==> src/verilog/ctc_pkg.sv <==
// Constants, register map and types shared by the clamp timing and output control block
package ctc_pkg;

	// ----------------------------------------------------------------
	// Register offsets
	// ----------------------------------------------------------------
	localparam logic [7:0] REG_CLAMP_START_DELAY = 8'h08;
	localparam logic [7:0] REG_CLAMP_LENGTH      = 8'h09;
	localparam logic [7:0] REG_GENERAL_CONTROL   = 8'h0a;
	localparam logic [7:0] REG_GENERAL_CONTROL_2 = 8'h0d;

	// ----------------------------------------------------------------
	// Reset values
	// ----------------------------------------------------------------
	localparam logic [7:0] RST_CLAMP_START_DELAY = 8'h80;
	localparam logic [7:0] RST_CLAMP_LENGTH      = 8'h80;
	localparam logic [7:0] RST_GENERAL_CONTROL   = 8'hf4;
	localparam logic       RST_FIRST_PIXEL_PORT  = 1'b0;

	// ----------------------------------------------------------------
	// General control field positions
	// ----------------------------------------------------------------
	localparam int BIT_OUTPUT_PORT_SPLIT   = 7;
	localparam int BIT_ALIGNED_TIMING      = 6;
	localparam int BIT_LINE_SYNC_POLARITY  = 5;
	localparam int BIT_HOLD_POLARITY       = 4;
	localparam int BIT_CLAMP_SOURCE_SELECT = 3;
	localparam int BIT_EXT_CLAMP_POLARITY  = 2;
	localparam int BIT_CLOCK_SOURCE_SELECT = 1;
	localparam logic [7:0] MASK_GENERAL_CONTROL = 8'hfe;

	// First pixel port bit: written at bit 4, read back at bit 7
	localparam int BIT_FIRST_PIXEL_WR = 4;
	localparam int BIT_FIRST_PIXEL_RD = 7;

	// ----------------------------------------------------------------
	// Types
	// ----------------------------------------------------------------
	typedef enum logic [1:0] {
		CTC_CLAMP_IDLE = 2'b00,
		CTC_CLAMP_WAIT = 2'b01,
		CTC_CLAMP_ON   = 2'b11
	} ctc_clamp_state_t;

endpackage

==> src/verilog/ctc_clamp_if.sv <==
// Carrier between the control top and the internal clamp generator
`timescale 1ns/10ps
`default_nettype none
interface ctc_clamp_if;
	logic [7:0] start_delay;
	logic [7:0] length;
	logic       enable;
	logic       trail;
	logic       clamp_on;

	modport ctrl (output start_delay, output length, output enable, output trail, input clamp_on);
	modport gen  (input start_delay, input length, input enable, input trail, output clamp_on);
endinterface
`default_nettype wire

==> src/verilog/ctc_clamp_gen.sv <==
// Internal clamp window generator counted in pixel periods
`timescale 1ns/10ps
`default_nettype none
module ctc_clamp_gen
	import ctc_pkg::*;
(
	// Clock and reset
	input  wire logic clk_sys,
	input  wire logic srst,
	// Settings and sync event
	ctc_clamp_if.gen  cif
);

	typedef struct packed {
		ctc_clamp_state_t state;
		logic [7:0]       cnt;
	} ctc_gen_state_t;

	ctc_gen_state_t r;
	ctc_gen_state_t next_r;

	// ----------------------------------------------------------------
	// Window sequencer
	// ----------------------------------------------------------------
	// While enabled, a fresh trailing edge restarts the window, even mid-clamp; disabled, it stays idle
	always_comb begin
		next_r = r;
		if (!cif.enable) begin
			next_r.state = CTC_CLAMP_IDLE;
			next_r.cnt   = 8'h00;
		end else if (cif.trail) begin
			next_r.state = CTC_CLAMP_WAIT;
			next_r.cnt   = cif.start_delay;
		end else begin
			case (r.state)
				CTC_CLAMP_WAIT: begin
					// Zero delay is unsupported, so a count of one is the last wait cycle
					if (r.cnt <= 8'h01) begin
						next_r.state = CTC_CLAMP_ON;
						next_r.cnt   = cif.length;
					end else begin
						next_r.cnt = r.cnt - 8'h01;
					end
				end
				CTC_CLAMP_ON: begin
					if (r.cnt <= 8'h01) begin
						next_r.state = CTC_CLAMP_IDLE;
						next_r.cnt   = 8'h00;
					end else begin
						next_r.cnt = r.cnt - 8'h01;
					end
				end
				default: begin
					next_r.state = CTC_CLAMP_IDLE;
				end
			endcase
		end
	end

	// State register
	always_ff @(posedge clk_sys) begin
		if (srst) begin
			r <= '{state: CTC_CLAMP_IDLE, cnt: 8'h00};
		end else begin
			r <= next_r;
		end
	end

	assign cif.clamp_on = (r.state == CTC_CLAMP_ON);

	// ----------------------------------------------------------------
	// Checks
	// ----------------------------------------------------------------
	a_start_after_delay: assert property (@(posedge clk_sys) disable iff (srst)
		(cif.trail && cif.enable && cif.start_delay == 8'h08)
		##1 (!cif.trail && cif.enable && !cif.clamp_on)[*8] |=> cif.clamp_on)
		else $error("clamp did not start eight cycles after the wait began");

	a_length_window: assert property (@(posedge clk_sys) disable iff (srst)
		($rose(cif.clamp_on) && cif.length == 8'h01 && !cif.trail) |=> !cif.clamp_on)
		else $error("clamp window did not last exactly the set length");

	a_ext_idle: assert property (@(posedge clk_sys) disable iff (srst)
		!cif.enable |=> (r.state == CTC_CLAMP_IDLE))
		else $error("internal clamp sequencer ran while external source selected");

endmodule
`default_nettype wire

==> src/verilog/ctc_pair_buf.sv <==
// Two-entry pixel buffer with valid and ready on both sides
`timescale 1ns/10ps
`default_nettype none
module ctc_pair_buf #(
	parameter int DW = 8
) (
	// Clock and reset
	input  wire logic          clk_sys,
	input  wire logic          srst,
	// Filling side
	input  wire logic [DW-1:0] in_data,
	input  wire logic          in_valid,
	output logic               in_ready,
	// Draining side
	output logic [DW-1:0]      out_data,
	output logic               out_valid,
	input  wire logic          out_ready
);

	typedef struct packed {
		logic [1:0][DW-1:0] mem;
		logic               wp;
		logic               rp;
		logic [1:0]         cnt;
	} ctc_buf_state_t;

	ctc_buf_state_t r;
	ctc_buf_state_t next_r;
	logic           push;
	logic           pop;

	// Honest flags: full at two words, empty at none
	assign in_ready  = (r.cnt != 2'd2);
	assign out_valid = (r.cnt != 2'd0);
	assign push      = in_valid && in_ready;
	assign pop       = out_valid && out_ready;
	assign out_data  = r.mem[r.rp];

	// Pointer and occupancy update
	always_comb begin
		next_r = r;
		if (push) begin
			next_r.mem[r.wp] = in_data;
			next_r.wp        = ~r.wp;
		end
		if (pop) begin
			next_r.rp = ~r.rp;
		end
		if (push && !pop) begin
			next_r.cnt = r.cnt + 2'd1;
		end else if (pop && !push) begin
			next_r.cnt = r.cnt - 2'd1;
		end
	end

	// State register
	always_ff @(posedge clk_sys) begin
		if (srst) begin
			r <= '0;
		end else begin
			r <= next_r;
		end
	end

	a_no_overflow: assert property (@(posedge clk_sys) disable iff (srst)
		(r.cnt == 2'd2 && !pop) |=> (r.cnt == 2'd2 && $stable(r.mem)))
		else $error("full buffer lost or overwrote a word");

endmodule
`default_nettype wire

==> src/verilog/ctc_top.sv <==
// Clamp timing, sync polarity and pixel output port control top
//
// Contract
// - Internal clamp starts clamp start delay pixel periods after sync trailing edge.
// - Internal clamp lasts clamp length pixel periods, then drops.
// - External clamp source makes the delay and length settings irrelevant.
// - Clamp start delay and clamp length both reset to 80h.
// - Split bit clear sends every pixel to A; set alternates A and B.
// - With split clear, port B pins are released (high impedance).
// - Aligned timing holds A data so one data clock edge latches both ports.
// - Aligned timing clear presents pixels on the two ports alternately.
// - Single-port mode ignores the aligned timing bit.
// - Sync polarity clear: leading edge falls, clamp counts from the rise.
// - Sync polarity set: leading edge rises, clamp counts from the fall.
// - While hold input is active, loop ignores line sync; polarity bit sets level.
// - External clamp source clamps all channels while clamp input is active.
// - External clamp polarity bit selects active low (0) or active high (1).
// - Clock source bit selects loop clock (0) or external clock input (1).
// - General control resets to split, aligned, sync, hold, clamp polarity set.
// - In two-port mode first pixel after sync leading edge goes A (0) or B (1).
`timescale 1ns/10ps
`default_nettype none
module ctc_top
	import ctc_pkg::*;
#(
	parameter int DW = 8
) (
	// Clock and reset
	input  wire logic          clk_sys,
	input  wire logic          srst,
	// Decoded register access from the serial port
	input  wire logic [7:0]    reg_addr,
	input  wire logic          reg_wr,
	input  wire logic [7:0]    reg_wdata,
	output logic [7:0]         reg_rdata,
	// Video timing pins
	input  wire logic          line_sync,
	input  wire logic          frequency_hold_input,
	input  wire logic          ext_clamp_in,
	// Digitised pixels from the converter
	input  wire logic [DW-1:0] pix_in_data,
	input  wire logic          pix_in_valid,
	output logic               pix_in_ready,
	// Output ports toward the scaler
	input  wire logic          out_ready,
	output logic [DW-1:0]      port_a_data,
	output logic [DW-1:0]      port_b_data,
	output logic               port_b_oe,
	output logic               output_data_clock,
	// Analog front end and clock generator control
	output logic               clamp_out,
	output logic               loop_ref_edge,
	output logic               loop_hold,
	output logic               clock_source_select
);

	typedef struct packed {
		logic [7:0]    clamp_start_delay;
		logic [7:0]    clamp_length;
		logic [7:0]    general_control_one;
		logic          first_pixel_port_select;
		logic [7:0]    rdata;
		logic          ls_s1;
		logic          ls_s2;
		logic          ls_prev;
		logic          hold_s1;
		logic          hold_s2;
		logic          ec_s1;
		logic          ec_s2;
		logic          ext_act;
		logic          clamp;
		logic          loop_ref;
		logic          hold;
		logic [DW-1:0] port_a;
		logic [DW-1:0] port_b;
		logic [DW-1:0] pend;
		logic          pend_b;
		logic          half;
		logic          sel_b;
		logic          dclk;
	} ctc_top_state_t;

	ctc_top_state_t r;
	ctc_top_state_t next_r;

	ctc_clamp_if    cif ();

	logic [DW-1:0]  buf_data;
	logic           buf_valid;
	logic           pop;
	logic           sync_rise;
	logic           sync_fall;
	logic           lead;
	logic           trail;
	logic           hold_act;
	logic           split;
	logic           aligned;
	logic           cur_sel;

	// ----------------------------------------------------------------
	// Sync edge decoding
	// ----------------------------------------------------------------
	// Edges are taken only from the second synchroniser stage onward
	assign sync_rise = r.ls_s2 && !r.ls_prev;
	assign sync_fall = !r.ls_s2 && r.ls_prev;
	assign lead      = r.general_control_one[BIT_LINE_SYNC_POLARITY] ? sync_rise : sync_fall;
	assign trail     = r.general_control_one[BIT_LINE_SYNC_POLARITY] ? sync_fall : sync_rise;
	assign hold_act  = (r.hold_s2 == r.general_control_one[BIT_HOLD_POLARITY]);
	assign split     = r.general_control_one[BIT_OUTPUT_PORT_SPLIT];
	assign aligned   = r.general_control_one[BIT_ALIGNED_TIMING];

	// ----------------------------------------------------------------
	// Clamp generator hookup
	// ----------------------------------------------------------------
	assign cif.start_delay = r.clamp_start_delay;
	assign cif.length      = r.clamp_length;
	assign cif.enable      = !r.general_control_one[BIT_CLAMP_SOURCE_SELECT];
	assign cif.trail       = trail;

	ctc_clamp_gen u_clamp (
		.clk_sys (clk_sys),
		.srst    (srst),
		.cif     (cif)
	);

	// ----------------------------------------------------------------
	// Pixel buffer
	// ----------------------------------------------------------------
	// Downstream stall backs up into the converter through pix_in_ready
	ctc_pair_buf #(.DW(DW)) u_buf (
		.clk_sys   (clk_sys),
		.srst      (srst),
		.in_data   (pix_in_data),
		.in_valid  (pix_in_valid),
		.in_ready  (pix_in_ready),
		.out_data  (buf_data),
		.out_valid (buf_valid),
		.out_ready (out_ready)
	);

	assign pop = buf_valid && out_ready;

	// Phase restarts on a leading edge, even if a pixel leaves in that cycle
	assign cur_sel = lead ? r.first_pixel_port_select : r.sel_b;

	// ----------------------------------------------------------------
	// Next-state logic
	// ----------------------------------------------------------------
	always_comb begin
		next_r = r;

		// Two-stage synchronisers for the asynchronous pins
		next_r.ls_s1   = line_sync;
		next_r.ls_s2   = r.ls_s1;
		next_r.ls_prev = r.ls_s2;
		next_r.hold_s1 = frequency_hold_input;
		next_r.hold_s2 = r.hold_s1;
		next_r.ec_s1   = ext_clamp_in;
		next_r.ec_s2   = r.ec_s1;

		// Register writes; reserved bit 0 of general control stays clear
		if (reg_wr) begin
			case (reg_addr)
				REG_CLAMP_START_DELAY: next_r.clamp_start_delay = reg_wdata;
				REG_CLAMP_LENGTH:      next_r.clamp_length = reg_wdata;
				REG_GENERAL_CONTROL:   next_r.general_control_one = reg_wdata & MASK_GENERAL_CONTROL;
				REG_GENERAL_CONTROL_2: next_r.first_pixel_port_select = reg_wdata[BIT_FIRST_PIXEL_WR];
				default:               next_r.rdata = r.rdata;
			endcase
		end

		// Read data follows the address one cycle later; unmapped reads give zero
		case (reg_addr)
			REG_CLAMP_START_DELAY: next_r.rdata = r.clamp_start_delay;
			REG_CLAMP_LENGTH:      next_r.rdata = r.clamp_length;
			REG_GENERAL_CONTROL:   next_r.rdata = r.general_control_one;
			REG_GENERAL_CONTROL_2: next_r.rdata = {r.first_pixel_port_select, 7'h00};
			default:               next_r.rdata = 8'h00;
		endcase

		// External clamp is active at the level chosen by the polarity bit
		next_r.ext_act = (r.ec_s2 == r.general_control_one[BIT_EXT_CLAMP_POLARITY]);
		if (r.general_control_one[BIT_CLAMP_SOURCE_SELECT]) begin
			next_r.clamp = r.ext_act;
		end else begin
			next_r.clamp = cif.clamp_on;
		end

		// Loop reference is withheld while the hold input is active
		next_r.loop_ref = lead && !hold_act;
		next_r.hold     = hold_act;

		// Output steering
		if (lead) begin
			next_r.sel_b = r.first_pixel_port_select;
			next_r.half  = 1'b0;
		end
		if (pop) begin
			if (!split) begin
				next_r.port_a = buf_data;
				next_r.dclk   = ~r.dclk;
				next_r.half   = 1'b0;
			end else if (!aligned) begin
				// Each pixel shows on its own port as soon as it is taken
				if (cur_sel) begin
					next_r.port_b = buf_data;
				end else begin
					next_r.port_a = buf_data;
				end
				next_r.dclk  = ~r.dclk;
				next_r.sel_b = ~cur_sel;
			end else begin
				// First of a pair waits so both ports change on the same edge
				if (!(r.half && !lead)) begin
					next_r.pend   = buf_data;
					next_r.pend_b = cur_sel;
					next_r.half   = 1'b1;
				end else begin
					if (r.pend_b) begin
						next_r.port_b = r.pend;
						next_r.port_a = buf_data;
					end else begin
						next_r.port_a = r.pend;
						next_r.port_b = buf_data;
					end
					next_r.dclk = ~r.dclk;
					next_r.half = 1'b0;
				end
				next_r.sel_b = ~cur_sel;
			end
		end
	end

	// ----------------------------------------------------------------
	// State register
	// ----------------------------------------------------------------
	always_ff @(posedge clk_sys) begin
		if (srst) begin
			r                         <= '0;
			r.clamp_start_delay       <= RST_CLAMP_START_DELAY;
			r.clamp_length            <= RST_CLAMP_LENGTH;
			r.general_control_one     <= RST_GENERAL_CONTROL;
			r.first_pixel_port_select <= RST_FIRST_PIXEL_PORT;
		end else begin
			r <= next_r;
		end
	end

	// ----------------------------------------------------------------
	// Outputs
	// ----------------------------------------------------------------
	assign reg_rdata           = r.rdata;
	assign port_a_data         = r.port_a;
	assign port_b_data         = r.port_b;
	assign port_b_oe           = split;
	assign output_data_clock   = r.dclk;
	assign clamp_out           = r.clamp;
	assign loop_ref_edge       = r.loop_ref;
	assign loop_hold           = r.hold;
	assign clock_source_select = r.general_control_one[BIT_CLOCK_SOURCE_SELECT];

	// ----------------------------------------------------------------
	// Checks
	// ----------------------------------------------------------------
	a_clamp_reset_values: assert property (@(posedge clk_sys)
		($past(srst) && !srst) |-> (r.clamp_start_delay == 8'h80 && r.clamp_length == 8'h80))
		else $error("clamp settings not at 80h after reset");

	a_control_reset_value: assert property (@(posedge clk_sys)
		($past(srst) && !srst) |-> (r.general_control_one == 8'hf4 && !port_b_oe == 1'b0))
		else $error("general control not at its power-up value");

	a_port_b_release: assert property (@(posedge clk_sys) disable iff (srst)
		!r.general_control_one[BIT_OUTPUT_PORT_SPLIT] |-> (!port_b_oe ##1 $stable(port_b_data)))
		else $error("port B driven in single-port mode");

	a_single_port_a: assert property (@(posedge clk_sys) disable iff (srst)
		(pop && !split && !reg_wr) |=> (port_a_data == $past(buf_data) && $stable(port_b_data)))
		else $error("single-port pixel did not land on port A");

	a_alternate_ports: assert property (@(posedge clk_sys) disable iff (srst)
		(pop && split && !aligned && cur_sel) |=> (port_b_data == $past(buf_data) && $stable(port_a_data)))
		else $error("alternating pixel not presented on port B alone");

	a_aligned_hold: assert property (@(posedge clk_sys) disable iff (srst)
		(pop && split && aligned && !(r.half && !lead)) |=> ($stable(output_data_clock) && $stable(port_a_data)))
		else $error("aligned mode changed ports on the first pixel of a pair");

	a_first_pixel_phase: assert property (@(posedge clk_sys) disable iff (srst)
		(lead && !pop) |=> (r.sel_b == $past(r.first_pixel_port_select) && !r.half))
		else $error("pixel phase not restarted on sync leading edge");

	a_trail_polarity: assert property (@(posedge clk_sys) disable iff (srst)
		trail |-> (r.ls_s2 != r.general_control_one[BIT_LINE_SYNC_POLARITY]
			&& r.ls_prev == r.general_control_one[BIT_LINE_SYNC_POLARITY]))
		else $error("clamp counted from the wrong sync edge");

	a_hold_gates_loop: assert property (@(posedge clk_sys) disable iff (srst)
		$past(hold_act) |-> (!loop_ref_edge && loop_hold))
		else $error("loop reference passed while hold was active");

	a_ext_clamp_follow: assert property (@(posedge clk_sys) disable iff (srst)
		($past(r.general_control_one, 1) == $past(r.general_control_one, 2)
			&& $past(r.general_control_one[BIT_CLAMP_SOURCE_SELECT]))
		|-> (clamp_out == ($past(r.ec_s2, 2) == $past(r.general_control_one[BIT_EXT_CLAMP_POLARITY], 2))))
		else $error("external clamp did not follow the clamp input");

endmodule
`default_nettype wire

==> config.mk <==
export PLATFORM = sky130hd
export DESIGN_NAME = ctc_top
export DESIGN_NICKNAME = d
export VERILOG_FILES = /design/src/verilog/ctc_pkg.sv /design/src/verilog/ctc_clamp_if.sv /design/src/verilog/ctc_clamp_gen.sv /design/src/verilog/ctc_pair_buf.sv /design/src/verilog/ctc_top.sv
export SDC_FILE = /design/constraint.sdc
export NUM_CORES = 1
export LEC_CHECK = 0
export BUFFER_PORTS_ARGS = -buffer_cell sky130_fd_sc_hd__buf_2
export CAP_MARGIN = 40
export CORE_UTILIZATION = 50
export CTS_CLUSTER_SIZE = 40
export DETAILED_ROUTE_END_ITERATION = 6
export PLACE_DENSITY_LB_ADDON = 0.15
export SKIP_LAST_GASP = 1
export SLEW_MARGIN = 20
export SYNTH_ARGS = -nofsm -noshare
export SYNTH_HDL_FRONTEND = slang
export SYNTH_SLANG_ARGS = --single-unit
==> constraint.sdc <==
create_clock -name clk_sys -period 2.1 [get_ports clk_sys]
set_input_delay 0.42 -clock clk_sys [delete_from_list [all_inputs] [get_ports clk_sys]]
set_output_delay 0.42 -clock clk_sys [all_outputs]
set_load 0.01 [all_outputs]
==> results of run 1 <==
==> report_power, final <==
part           internal [mW]  switching (mW)  total [mW]
clock network          0.450           0.703        1.15
logic                  0.375           0.504       0.879
registers               2.03           0.102        2.13
total                   2.85            1.31        4.16
==> synth_stat cells (9+ instances only) <==
library cell	instances
dfxtp_1	101
nor2_1	76
mux2i_1	55
o21ai_0	39
a21oi_1	35
buf_4	26
clkbuf_1	20
nand2_1	20
nor2b_1	17
inv_1	13
or3_1	12
mux2_2	10
nor3_1	9
==> sequential cells by signal (all words and copies together), names as in the netlist <==
register and flops:
u_clamp.r 10, loop_ref_edge 1, port_b_data 8, cif.start_delay 8
cif.length 8, r 20, output_data_clock 1, loop_hold 1
next_r 4, u_buf.r 20, clock_source_select 1, clamp_out 1
aligned 1, reg_rdata 8, port_b_oe 1, port_a_data 8
==> worst register-to-register path, cell delays in order, from the launching register on <==
cell     delay, ps
dfxtp_1        370
or3b_4         450
and3b_4        230
o31a_4         360
o21ai_0        230
o41ai_2        110
==> through the flow <==
stage,cell area (um^2),setup slack (ps),hold WS (ps)
finish,5250,228,271
global placement,5070,192,424
floorplan,4770,295,414
detailed placement,5070,117,440
global route,5250,98.5,279
CTS,5250,224,256
==> metal layers <==
metal	vias to the layer above	wire length [um]	track usage, %
met5	-	0	0
met4	0	276	10.6
met3	23	399	3.79
met2	98	5350	38.6
met1	1776	4670	27.5
li1	1907	-	-
==> logic make-up (layout without fill, tap and decap cells) <==
family / count (synthesis) / count (layout) / share of synthesized area (%)
compound gates: 113 / 113 / 15.0
xor+xnor: 11 / 11 / 2.02
fa+ha+maj: 3 / 3 / 0.787
buf+inv: 67 / 108 / 7.68
flops: 101 / 101 / 42.4
mux: 65 / 65 / 13.9
simple gates: 170 / 170 / 18.2
==> layout by cell type, fill, tap and decap left out, types with 4 or more instances in the layout <==
cell type	n
dfxtp_1	101
nor2_1	76
buf_2	62
mux2i_1	55
o21ai_0	39
a21oi_1	35
nand2_1	20
nor2b_1	17
buf_4	16
inv_1	13
or3_1	12
mux2_2	10
nor3_1	9
clkbuf_8	9
xor2_1	6
o41ai_1	6
and3_1	5
a211o_1	5
xnor2_1	5
nand4_1	4
o21ai_1	4
nand3_1	4
a22oi_1	4
==> layout make-up <==
cell class                      count  area [um^2]  area share (%)
Multi-Input combinational cell    362         2380            45.4
Sequential cell                   101         2020            38.5
Timing Repair Buffer               79          450            8.59
Tap cell                          129          161            3.08
Clock buffer                        9          124            2.36
Clock inverter                      7         56.3            1.07
Inverter                           13         48.8           0.930
==> how the worst max path moves through the flow <==
| stage | start | end | slack (ps) | cells after the start |
|---|---|---|---|---|
| final | r[53]$_SDFFE_PP1P_ | port_b_data[7]$_SDFFE_PP0P_ | 230 | 5 |
| after global routing | u_clamp.r[3]$_SDFFE_PP0P_ | u_clamp.r[1]$_SDFFE_PP0P_ | 100 | 5 |
| after CTS | r[53]$_SDFFE_PP1P_ | port_b_data[7]$_SDFFE_PP0P_ | 220 | 5 |
| after detailed placement | reg_addr[5] | cif.length[7]$_SDFFE_PP1P_ | 120 | 5 |
| after global placement | reg_addr[5] | cif.length[7]$_SDFFE_PP1P_ | 190 | 5 |
| after floorplan | r[53]$_SDFFE_PP1P_ | port_b_data[6]$_SDFFE_PP0P_ | 290 | 6 |
==> results.md, run 1 <==
- Final slew viol count: 0
- Pre-antenna DRT Iters: 4
- Mapped Nets: between 500 and 600
- #FFs+latches synth: a little over 100
- Cells after Synth: 530
- Post-CTS Resized: 0
- DRC: 0
- Worst VDD drop: between 0.0004 and 0.0005 V
- Area contributors post-synth: dfxtp_1 42%, mux2i_1 12%, nor2_1 6.0%, o21ai_0 4.1%, buf_4 4.1%
- PortBufs: slightly above 60
- Final core occ: a little under three fifths
- N_diodes: 0
- Number of fill cells: between 800 and 900
- R2R depth: 5
- Share of layout cells above drive strength 1: between 20% and 30%
- Die Height: roughly 100 um
- Mapped cell area: between 4000 and 5000 um^2
- Post-CTS setup buffer count: 0
- Core Area: about 9200 um^2
- EDFF count, synth: 0
- Status: completed
- Die area: roughly 9900 um^2
- Vias: roughly 3,800
- Area growth syn-to-layout: 9.94%
- CTS clk-pin slew, worst paths: around 100 ps
- # rows: 35
- Final wirelength: approximately 11,000 um
- Skew-Pair Late Insertion Delay: ~370 ps
- Fin crit period: 1870 ps
- Die width: between 90 and 100 um
- Final net count: between 600 and 700
- Crit path kind: reg2reg
- Root Driver: clkbuf_8
- Worst min path class: in2reg
- DP HPWL: between 7000 and 8000 um
- RSZ-0062 raised after global routing: false
- Critical Path Source Type: flip-flop
- Placed cell count: ~680
- Worst path required time: roughly 2300 ps
- Period utilization: 89.2%
- Total CTS buffers: 9
- R2R Path End: port_b_data[7]$_SDFFE_PP0P_
- Final Total Pwr: between 4 and 5 mW
- Max clock buf depth: 2
- Synth top area share: a little over two fifths
- Placer congestion estimate: approximately 0.95
- HP Start: frequency_hold_input
- Number of global-route vias before repair: roughly 3,600
- Pleak: approximately 2.3 nW
- Syn Area/Cell: roughly 9 um^2
- CTS tree: built
- Fin cells: 700
- R2R Setup Slk: approximately 230 ps
- Routed wire length per instance: 15.3 um
- Final Hold Fails: 0
- CP top delay family: compound AO/OA/AOI/OAI gates
- Setup Skew: 11.7 ps
- Slew HR: 59.4%
- Worst Tran Pin Value: between 600 and 700 ps
- Yosys Warn Count: 0
- Largest net degree at the start of global routing: 72
- Power per standard cell area: roughly 790 nW/um^2
- Initial DRC count: about 120
- Total negative slack: 0 ps
- R2r startpoint: r[53]$_SDFFE_PP1P_
- H-tree level count: 3
- Slowest CP cell: or3b_4
- Hold Path Depth: 2
- Synth unique cells: 54
- Bufs and invs on worst path: 0
- Maxcap violations: 0
- Gr usage total: around 23%
- Hold_buf cts: 0
- Worst Path Arrival: between 2000 and 2500 ps
- Final setup viols: 0
- Clock Sinks: ~100
- Fraction of registers with async set/reset: 0%
- Num ports: 63
- Worst Path Max Fanout: 16
- Primary FF master, synth: dfxtp_1
- CP endpoint kind: flip-flop
- First-pass GRT wire length: ~17,000 um
- CP Cell Sequence: or3b_4 > and3b_4 > o31a_4 > o21ai_0 > o41ai_2
- Initial antenna violation count: 0
- Post-synth top area cell: dfxtp_1
- Grt total ovfl: 0
- Antenna-violating nets left: 0
- Hold Path Sink: next_r[34]$_SDFF_PP0_
- Slowest stage delay, CP: approximately 450 ps
- Seq/Total Area, Yosys: between 40% and 50%
- Fmax achieved: between 500 and 600 MHz
- Vias per std cell: between 5 and 6
- Initial Utilization: 51.6%
Note: power is estimated with default switching activity, not from simulation.
==> run 2: changes to the inputs <==
BUFFER_PORTS_ARGS = -buffer_cell sky130_fd_sc_hd__clkbuf_2   (was -buffer_cell sky130_fd_sc_hd__buf_2)
SYNTH_HIERARCHICAL = 1   (was default)
==> results.md, run 2 <==
- Pleak: 2.19 nW (-4.0%)
- Number of global-route vias before repair: 3,603 (-0.55%)
- DRC: 0 (unchanged)
- Grt total ovfl: 0 (unchanged)
- Root Driver: clkbuf_8
- Seq/Total Area, Yosys: 41.4% (-0.98 points)
- P_int: 3.36 mW (+18%)
- Total CTS buffers: 9 (unchanged)
- #FFs+latches synth: 101 (unchanged)
- Initial DRC count: 158 (+30%)
- Hold Path Depth: 2 (unchanged)
- DP HPWL: 7720 um (+1.0%)
- Final net count: 603 (+0.33%)
- Vias: 3,834 (+0.79%)
- Placed Area: 5170 um^2 (+2.1%)
- Worst Path Arrival: 2210 ps (+100 ps)
- Initial Utilization: 52.1% (+0.48 points)
- Cells after Synth: 533 (+0.57%)
- Critical Path Source Type: flip-flop
- Synth unique cells: 61 (+13%)
- Final wirelength: 10,800 um (+1.4%)
- CTS tree: built
- Power per standard cell area: 876 nW/um^2 (+10%)
- Worst Path Max Fanout: 16 (unchanged)
- Skew-Pair Late Insertion Delay: 360 ps (about the same)
- Top-count cell post-synth: dfxtp_1
- Die Height: 101 um (+1.1%)
- Gr usage total: 22.3% (-0.23 points)
- Largest net degree at the start of global routing: 56 (-22%)
- Pre-antenna DRT Iters: 5 (+1)
- Comb power frac: 22.5% (+1.4 points)
- First-pass GRT wire length: 17,600 um (+0.99%)
- Fraction of registers with async set/reset: 0% (unchanged)
- Top Registers: r (20), u_buf/r (20), u_clamp/r (10)
- Clock Sinks: 101 (unchanged)
- Max clock buf depth: 2 (unchanged)
- Initial antenna violation count: 0 (unchanged)
- Mapped Nets: 568 (+0.53%)
- Share of layout cells above drive strength 1: 22.2% (+0.97 points)
- RSZ-0062 raised after global routing: false
- Worst VDD drop: 0.000407 V (-1.4%)
- Post-CTS Resized: 0 (unchanged)
- PortBufs: 62 (unchanged)
- Core Area: 9370 um^2 (+1.4%)
- # rows: 35 (unchanged)
- Placer congestion estimate: 0.874 (-7.8%)
- R2R depth: 6 (+1)
- Clk pwr share: 32.1% (+4.4 points)
- Area growth syn-to-layout: 11.1%
- Worst min path class: in2reg
- Fin crit period: 1930 ps (+57.8 ps)
- Final slew viol count: 0 (unchanged)
- Commonest non-fill, non-tap cell in the layout: dfxtp_1
- Syn Area/Cell: 9.16 um^2 (+1.8%)
- Most frequent cells in the layout: 101 x dfxtp_1, 62 x clkbuf_2, 59 x nor2_1
- Hold_buf cts: 0 (unchanged)
- Post-synth top area cell: dfxtp_1
- Final setup viols: 0 (unchanged)
- Synth top area share: 41.4% (-0.98 points)
- Mapped cell area: 4880 um^2 (+2.4%)
- Fmax achieved: 518 MHz (-3.0%)
- Worst Tran Pin Value: 588 ps (-19.8 ps)
- Vias per std cell: 5.46 (+0.50%)
- N_diodes: 0 (unchanged)
- Routed wire length per instance: 15.4 um (+1.1%)
- Num ports: 63 (unchanged)
- Psw: 1.39 mW (+6.3%)
- Most frequent cells after synthesis: 101 x dfxtp_1, 59 x nor2_1, 49 x mux2i_1
- Slew HR: 60.4% (+1.0 points)
- Area contributors post-synth: dfxtp_1 41%, mux2i_1 10%, nor2_1 4.5%, buf_4 3.7%, a21oi_1 3.2%
- Die width: 101 um (+1.1%)
- EDFF count, synth: 0 (unchanged)
- Antenna-violating nets left: 0 (unchanged)
- Final Hold Fails: 0 (unchanged)
- CP endpoint kind: flip-flop
- Die area: 10,200 um^2 (+2.3%)
- Period utilization: 91.9% (+2.8 points)
- Maxcap violations: 0 (unchanged)
- Post-CTS setup buffer count: 0 (unchanged)
- Design Area, Final: 5430 um^2 (+3.4%)
- Switching Fraction: 29.3% (-2.1 points)
- Status: completed
- Worst path required time: 2380 ps (+40 ps)
- Seq pwr share: 45.4% (-5.8 points)
- Crit path kind: reg2reg
- Primary FF master, synth: dfxtp_1
- Total negative slack: 0 ps (unchanged)
- Yosys Warn Count: 6 (+6)
- CTS clk-pin slew, worst paths: 100 ps (about the same)
- H-tree level count: 3 (unchanged)
- Setup Skew: 13.4 ps (+1.72 ps)
run 2: changes by cell type after synthesis, moves of 6 or more:
cell      previous run  this run
nand3_1              4        13
a211oi_1             2         9
nor2_1              76        59
mux2i_1             55        49
or3_1               12         3
o41ai_1              6         0
o21ai_0             39        28
nand2b_1             3        21
run 2: worst max-delay path, cell delays in order, from the launching register on:
cell and delay (ps):
dfxtp_1 370, or3b_1 450, and3_4 230, o311ai_4 300, buf_12 180, a21oi_1 70, a311oi_1 230
run 2: final timing paths:
kind	endpoint	startpoint	slack, ps
max	port_a_data[2]$_SDFFE_PP0P_	r[36]$_SDFF_PP0_	170
min	next_r[34]$_SDFF_PP0_	frequency_hold_input	260
max reg2reg	port_a_data[2]$_SDFFE_PP0P_	r[36]$_SDFF_PP0_	170
min reg2reg	next_r[36]$_SDFF_PP0_	next_r[37]$_SDFF_PP0_	450
run 2: logic make-up after synthesis:
logic type / Yosys count / share of synthesized area (%)
compound gates: 112 / 15.9
xor+xnor: 10 / 1.79
fa+ha+maj: 3 / 0.769
buf+inv: 71 / 8.30
flops: 101 / 41.4
mux: 60 / 12.6
simple gates: 176 / 19.2
run 2: layout make-up:
class	instances	area, um^2
inverter	14	52.6
clock buffer	10	138
fill	865	3950
sequential	101	2020
multi-input combinational	361	2460
timing repair buffer	81	478
tap	129	161
clock inverter	6	116
run 2: per-layer routing:
layer  vias to the layer above  wire [um]  global-route usage [%]  part of all wire (%)
met4                         0        117                    6.69                   1.1
met2                       130       4720                    32.7                    44
met5                         -          0                       0                     0
met1                      1778       5300                    32.6                    49
li1                       1915          -                       -                     -
met3                        11        705                    4.85                   6.5
run 2: power groups by stage:
stage               sequential (mW)  combinational (mW)  clock (mW)
finish                         2.16                1.07        1.52
global route                   2.18                1.18        1.63
CTS                            2.16                1.06        1.55
detailed placement             2.20                1.06           0
global placement               2.19                1.03           0
floorplan                      2.15               0.892           0
run 2: through the flow:
stage                     hold slack, ps  utilization [%]  power (mW)  instances  setup WS, ps
after floorplan                      414                -        3.05        533           139
after global placement               430             55.2        3.23        686           115
after detailed placement             427             55.2        3.26        686           106
after CTS                            258             57.9        4.77        702           182
after global routing                 270             57.9        4.99        702          49.8
final                                263             57.9        4.75        702           170
==> run 3: changes to the inputs <==
MAX_ROUTING_LAYER = met4   (was default)
==> results.md, run 3 (synthesis gave the netlist of run 2 again) <==
- Routed wire length per instance: 15.4 um (-0.12%)
- Worst Tran Pin Value: 585 ps (-2.40 ps)
- Pleak: 2.19 nW (unchanged)
- H-tree level count: 3 (unchanged)
- Gr usage total: 22.9% (+0.66 points)
- Worst min path class: in2reg
- DRC: 0 (unchanged)
- Die Height: 101 um (unchanged)
- PortBufs: 62 (unchanged)
- Post-CTS setup buffer count: 0 (unchanged)
- Most frequent cells in the layout: 101 x dfxtp_1, 62 x clkbuf_2, 59 x nor2_1
- Post-CTS Resized: 0 (unchanged)
- Setup Skew: 13.7 ps (+0.242 ps)
- Commonest non-fill, non-tap cell in the layout: dfxtp_1
- GR peak layer: met2
- Critical Path Source Type: flip-flop
- Core Area: 9370 um^2 (unchanged)
- M1 GR Usage: 32.5% (-0.087 points)
- Worst Path Arrival: 2220 ps (about the same)
- Initial antenna violation count: 0 (unchanged)
- Status: completed
- Die area: 10,200 um^2 (unchanged)
- Num ports: 63 (unchanged)
- CP Launch Point: r[36]$_SDFF_PP0_
- Final net count: 603 (unchanged)
- Final setup viols: 0 (unchanged)
- Fmax achieved: 514 MHz (-0.78%)
- Grt total ovfl: 0 (unchanged)
- Root Driver: clkbuf_8
- Clock Sinks: 101 (unchanged)
- Final Total Pwr: 4.75 mW (about the same)
- CTS clk-pin slew, worst paths: 100 ps (about the same)
- First-pass GRT wire length: 17,600 um (about the same)
- Slowest stage delay, CP: 450 ps (about the same)
- N_diodes: 0 (unchanged)
- Area growth syn-to-layout: 11.1% (unchanged)
- # rows: 35 (unchanged)
- Maxcap violations: 0 (unchanged)
- Power per standard cell area: 876 nW/um^2 (about the same)
- Placer congestion estimate: 0.889 (+1.6%)
- Total negative slack: 0 ps (unchanged)
- Period utilization: 92.6% (+0.72 points)
- R2R Setup Slk: 150 ps (-20 ps)
- R2r startpoint: r[36]$_SDFF_PP0_
- Worst VDD drop: 0.000408 V (+0.14%)
- CP endpoint kind: flip-flop
- Total CTS buffers: 9 (unchanged)
- Largest net degree at the start of global routing: 56 (unchanged)
- Vias per std cell: 5.41 (-0.86%)
- Met3 global-route usage: 4.85% (unchanged)
- RSZ-0062 raised after global routing: false
- Final slew viol count: 0 (unchanged)
- Crit path kind: reg2reg
- Skew-Pair Late Insertion Delay: 360 ps (about the same)
- CP Cell Sequence: or3b_1 > and3_4 > o311ai_4 > buf_12 > a21oi_1 > a311oi_1
- Slew HR: 60.6% (+0.16 points)
- Fin crit period: 1950 ps (+15.2 ps)
- Pre-antenna DRT Iters: 5 (unchanged)
- Initial Utilization: 52.1% (unchanged)
- CP top delay family: simple AND/OR/NAND/NOR gates
- Number of global-route vias before repair: 3,609 (+0.17%)
- Worst Path Max Fanout: 16 (unchanged)
- Hold_buf cts: 0 (unchanged)
- Max clock buf depth: 2 (unchanged)
- Die width: 101 um (unchanged)
- Routing usage on met2: 32.8% (+0.11 points)
- Worst path required time: 2370 ps (about the same)
- Initial DRC count: 158 (unchanged)
- Top Registers: r (20), u_buf/r (20), u_clamp/r (10)
- Final wirelength: 10,800 um (-0.12%)
- HP Start: frequency_hold_input
- Share of layout cells above drive strength 1: 22.2% (unchanged)
- Final Hold Fails: 0 (unchanged)
- Antenna-violating nets left: 0 (unchanged)
- CTS tree: built
- Bufs and invs on worst path: 1 (unchanged)
- Slowest CP cell: or3b_1
- DP HPWL: 7720 um (unchanged)
- Vias: 3,801 (-0.86%)
[run 3: cell counts in the layout (fill, tap and decap cells not counted)]
No cell type changed its count.
[run 3: layout make-up]
cell class / count / area [um^2]
fill: 865 / 3950
multi-input combinational: 361 / 2460
sequential: 101 / 2020
timing repair buffer: 81 / 478
tap: 129 / 161
clock buffer: 10 / 138
clock inverter: 6 / 116
inverter: 14 / 52.6
[run 3: metrics by stage]
step / utilization [%] / instances / hold WS [ps] / setup slack, ps / instance area (um^2)
detailed placement: 55.2 / 686 / 427 / 106 / 5170
global route: 57.9 / 702 / 270 / 49.5 / 5430
global placement: 55.2 / 686 / 430 / 115 / 5170
floorplan: - / 533 / 414 / 139 / 4880
finish: 57.9 / 702 / 264 / 155 / 5430
CTS: 57.9 / 702 / 258 / 182 / 5430
[run 3: worst paths after layout]
path,end,cells past startpoint
worst max-delay path,port_a_data[0]$_SDFFE_PP0P_,6
worst min-delay path,next_r[34]$_SDFF_PP0_,2
worst max register to register,port_a_data[0]$_SDFFE_PP0P_,6
worst min register to register,next_r[36]$_SDFF_PP0_,1
[run 3: where the power goes]
part / internal (mW) / switching, mW
Sequential: 2.05 / 0.111
Combinational: 0.477 / 0.593
Clock: 0.835 / 0.687
Total: 3.36 / 1.39
[run 3: per-layer routing]
layer | share of wire [%] | routed length, um
met3 | 6.0 | 653
met4 | 1.1 | 114
met2 | 44 | 4730
met1 | 49 | 5330
met5 | 0 | 0
[run 3: worst reg2reg max path, cell delays in order (launching register included)]
cell and delay (ps):
dfxtp_1 370, or3b_1 460, and3_4 230, o311ai_4 300, buf_12 190, a21oi_1 70
a311oi_1 240
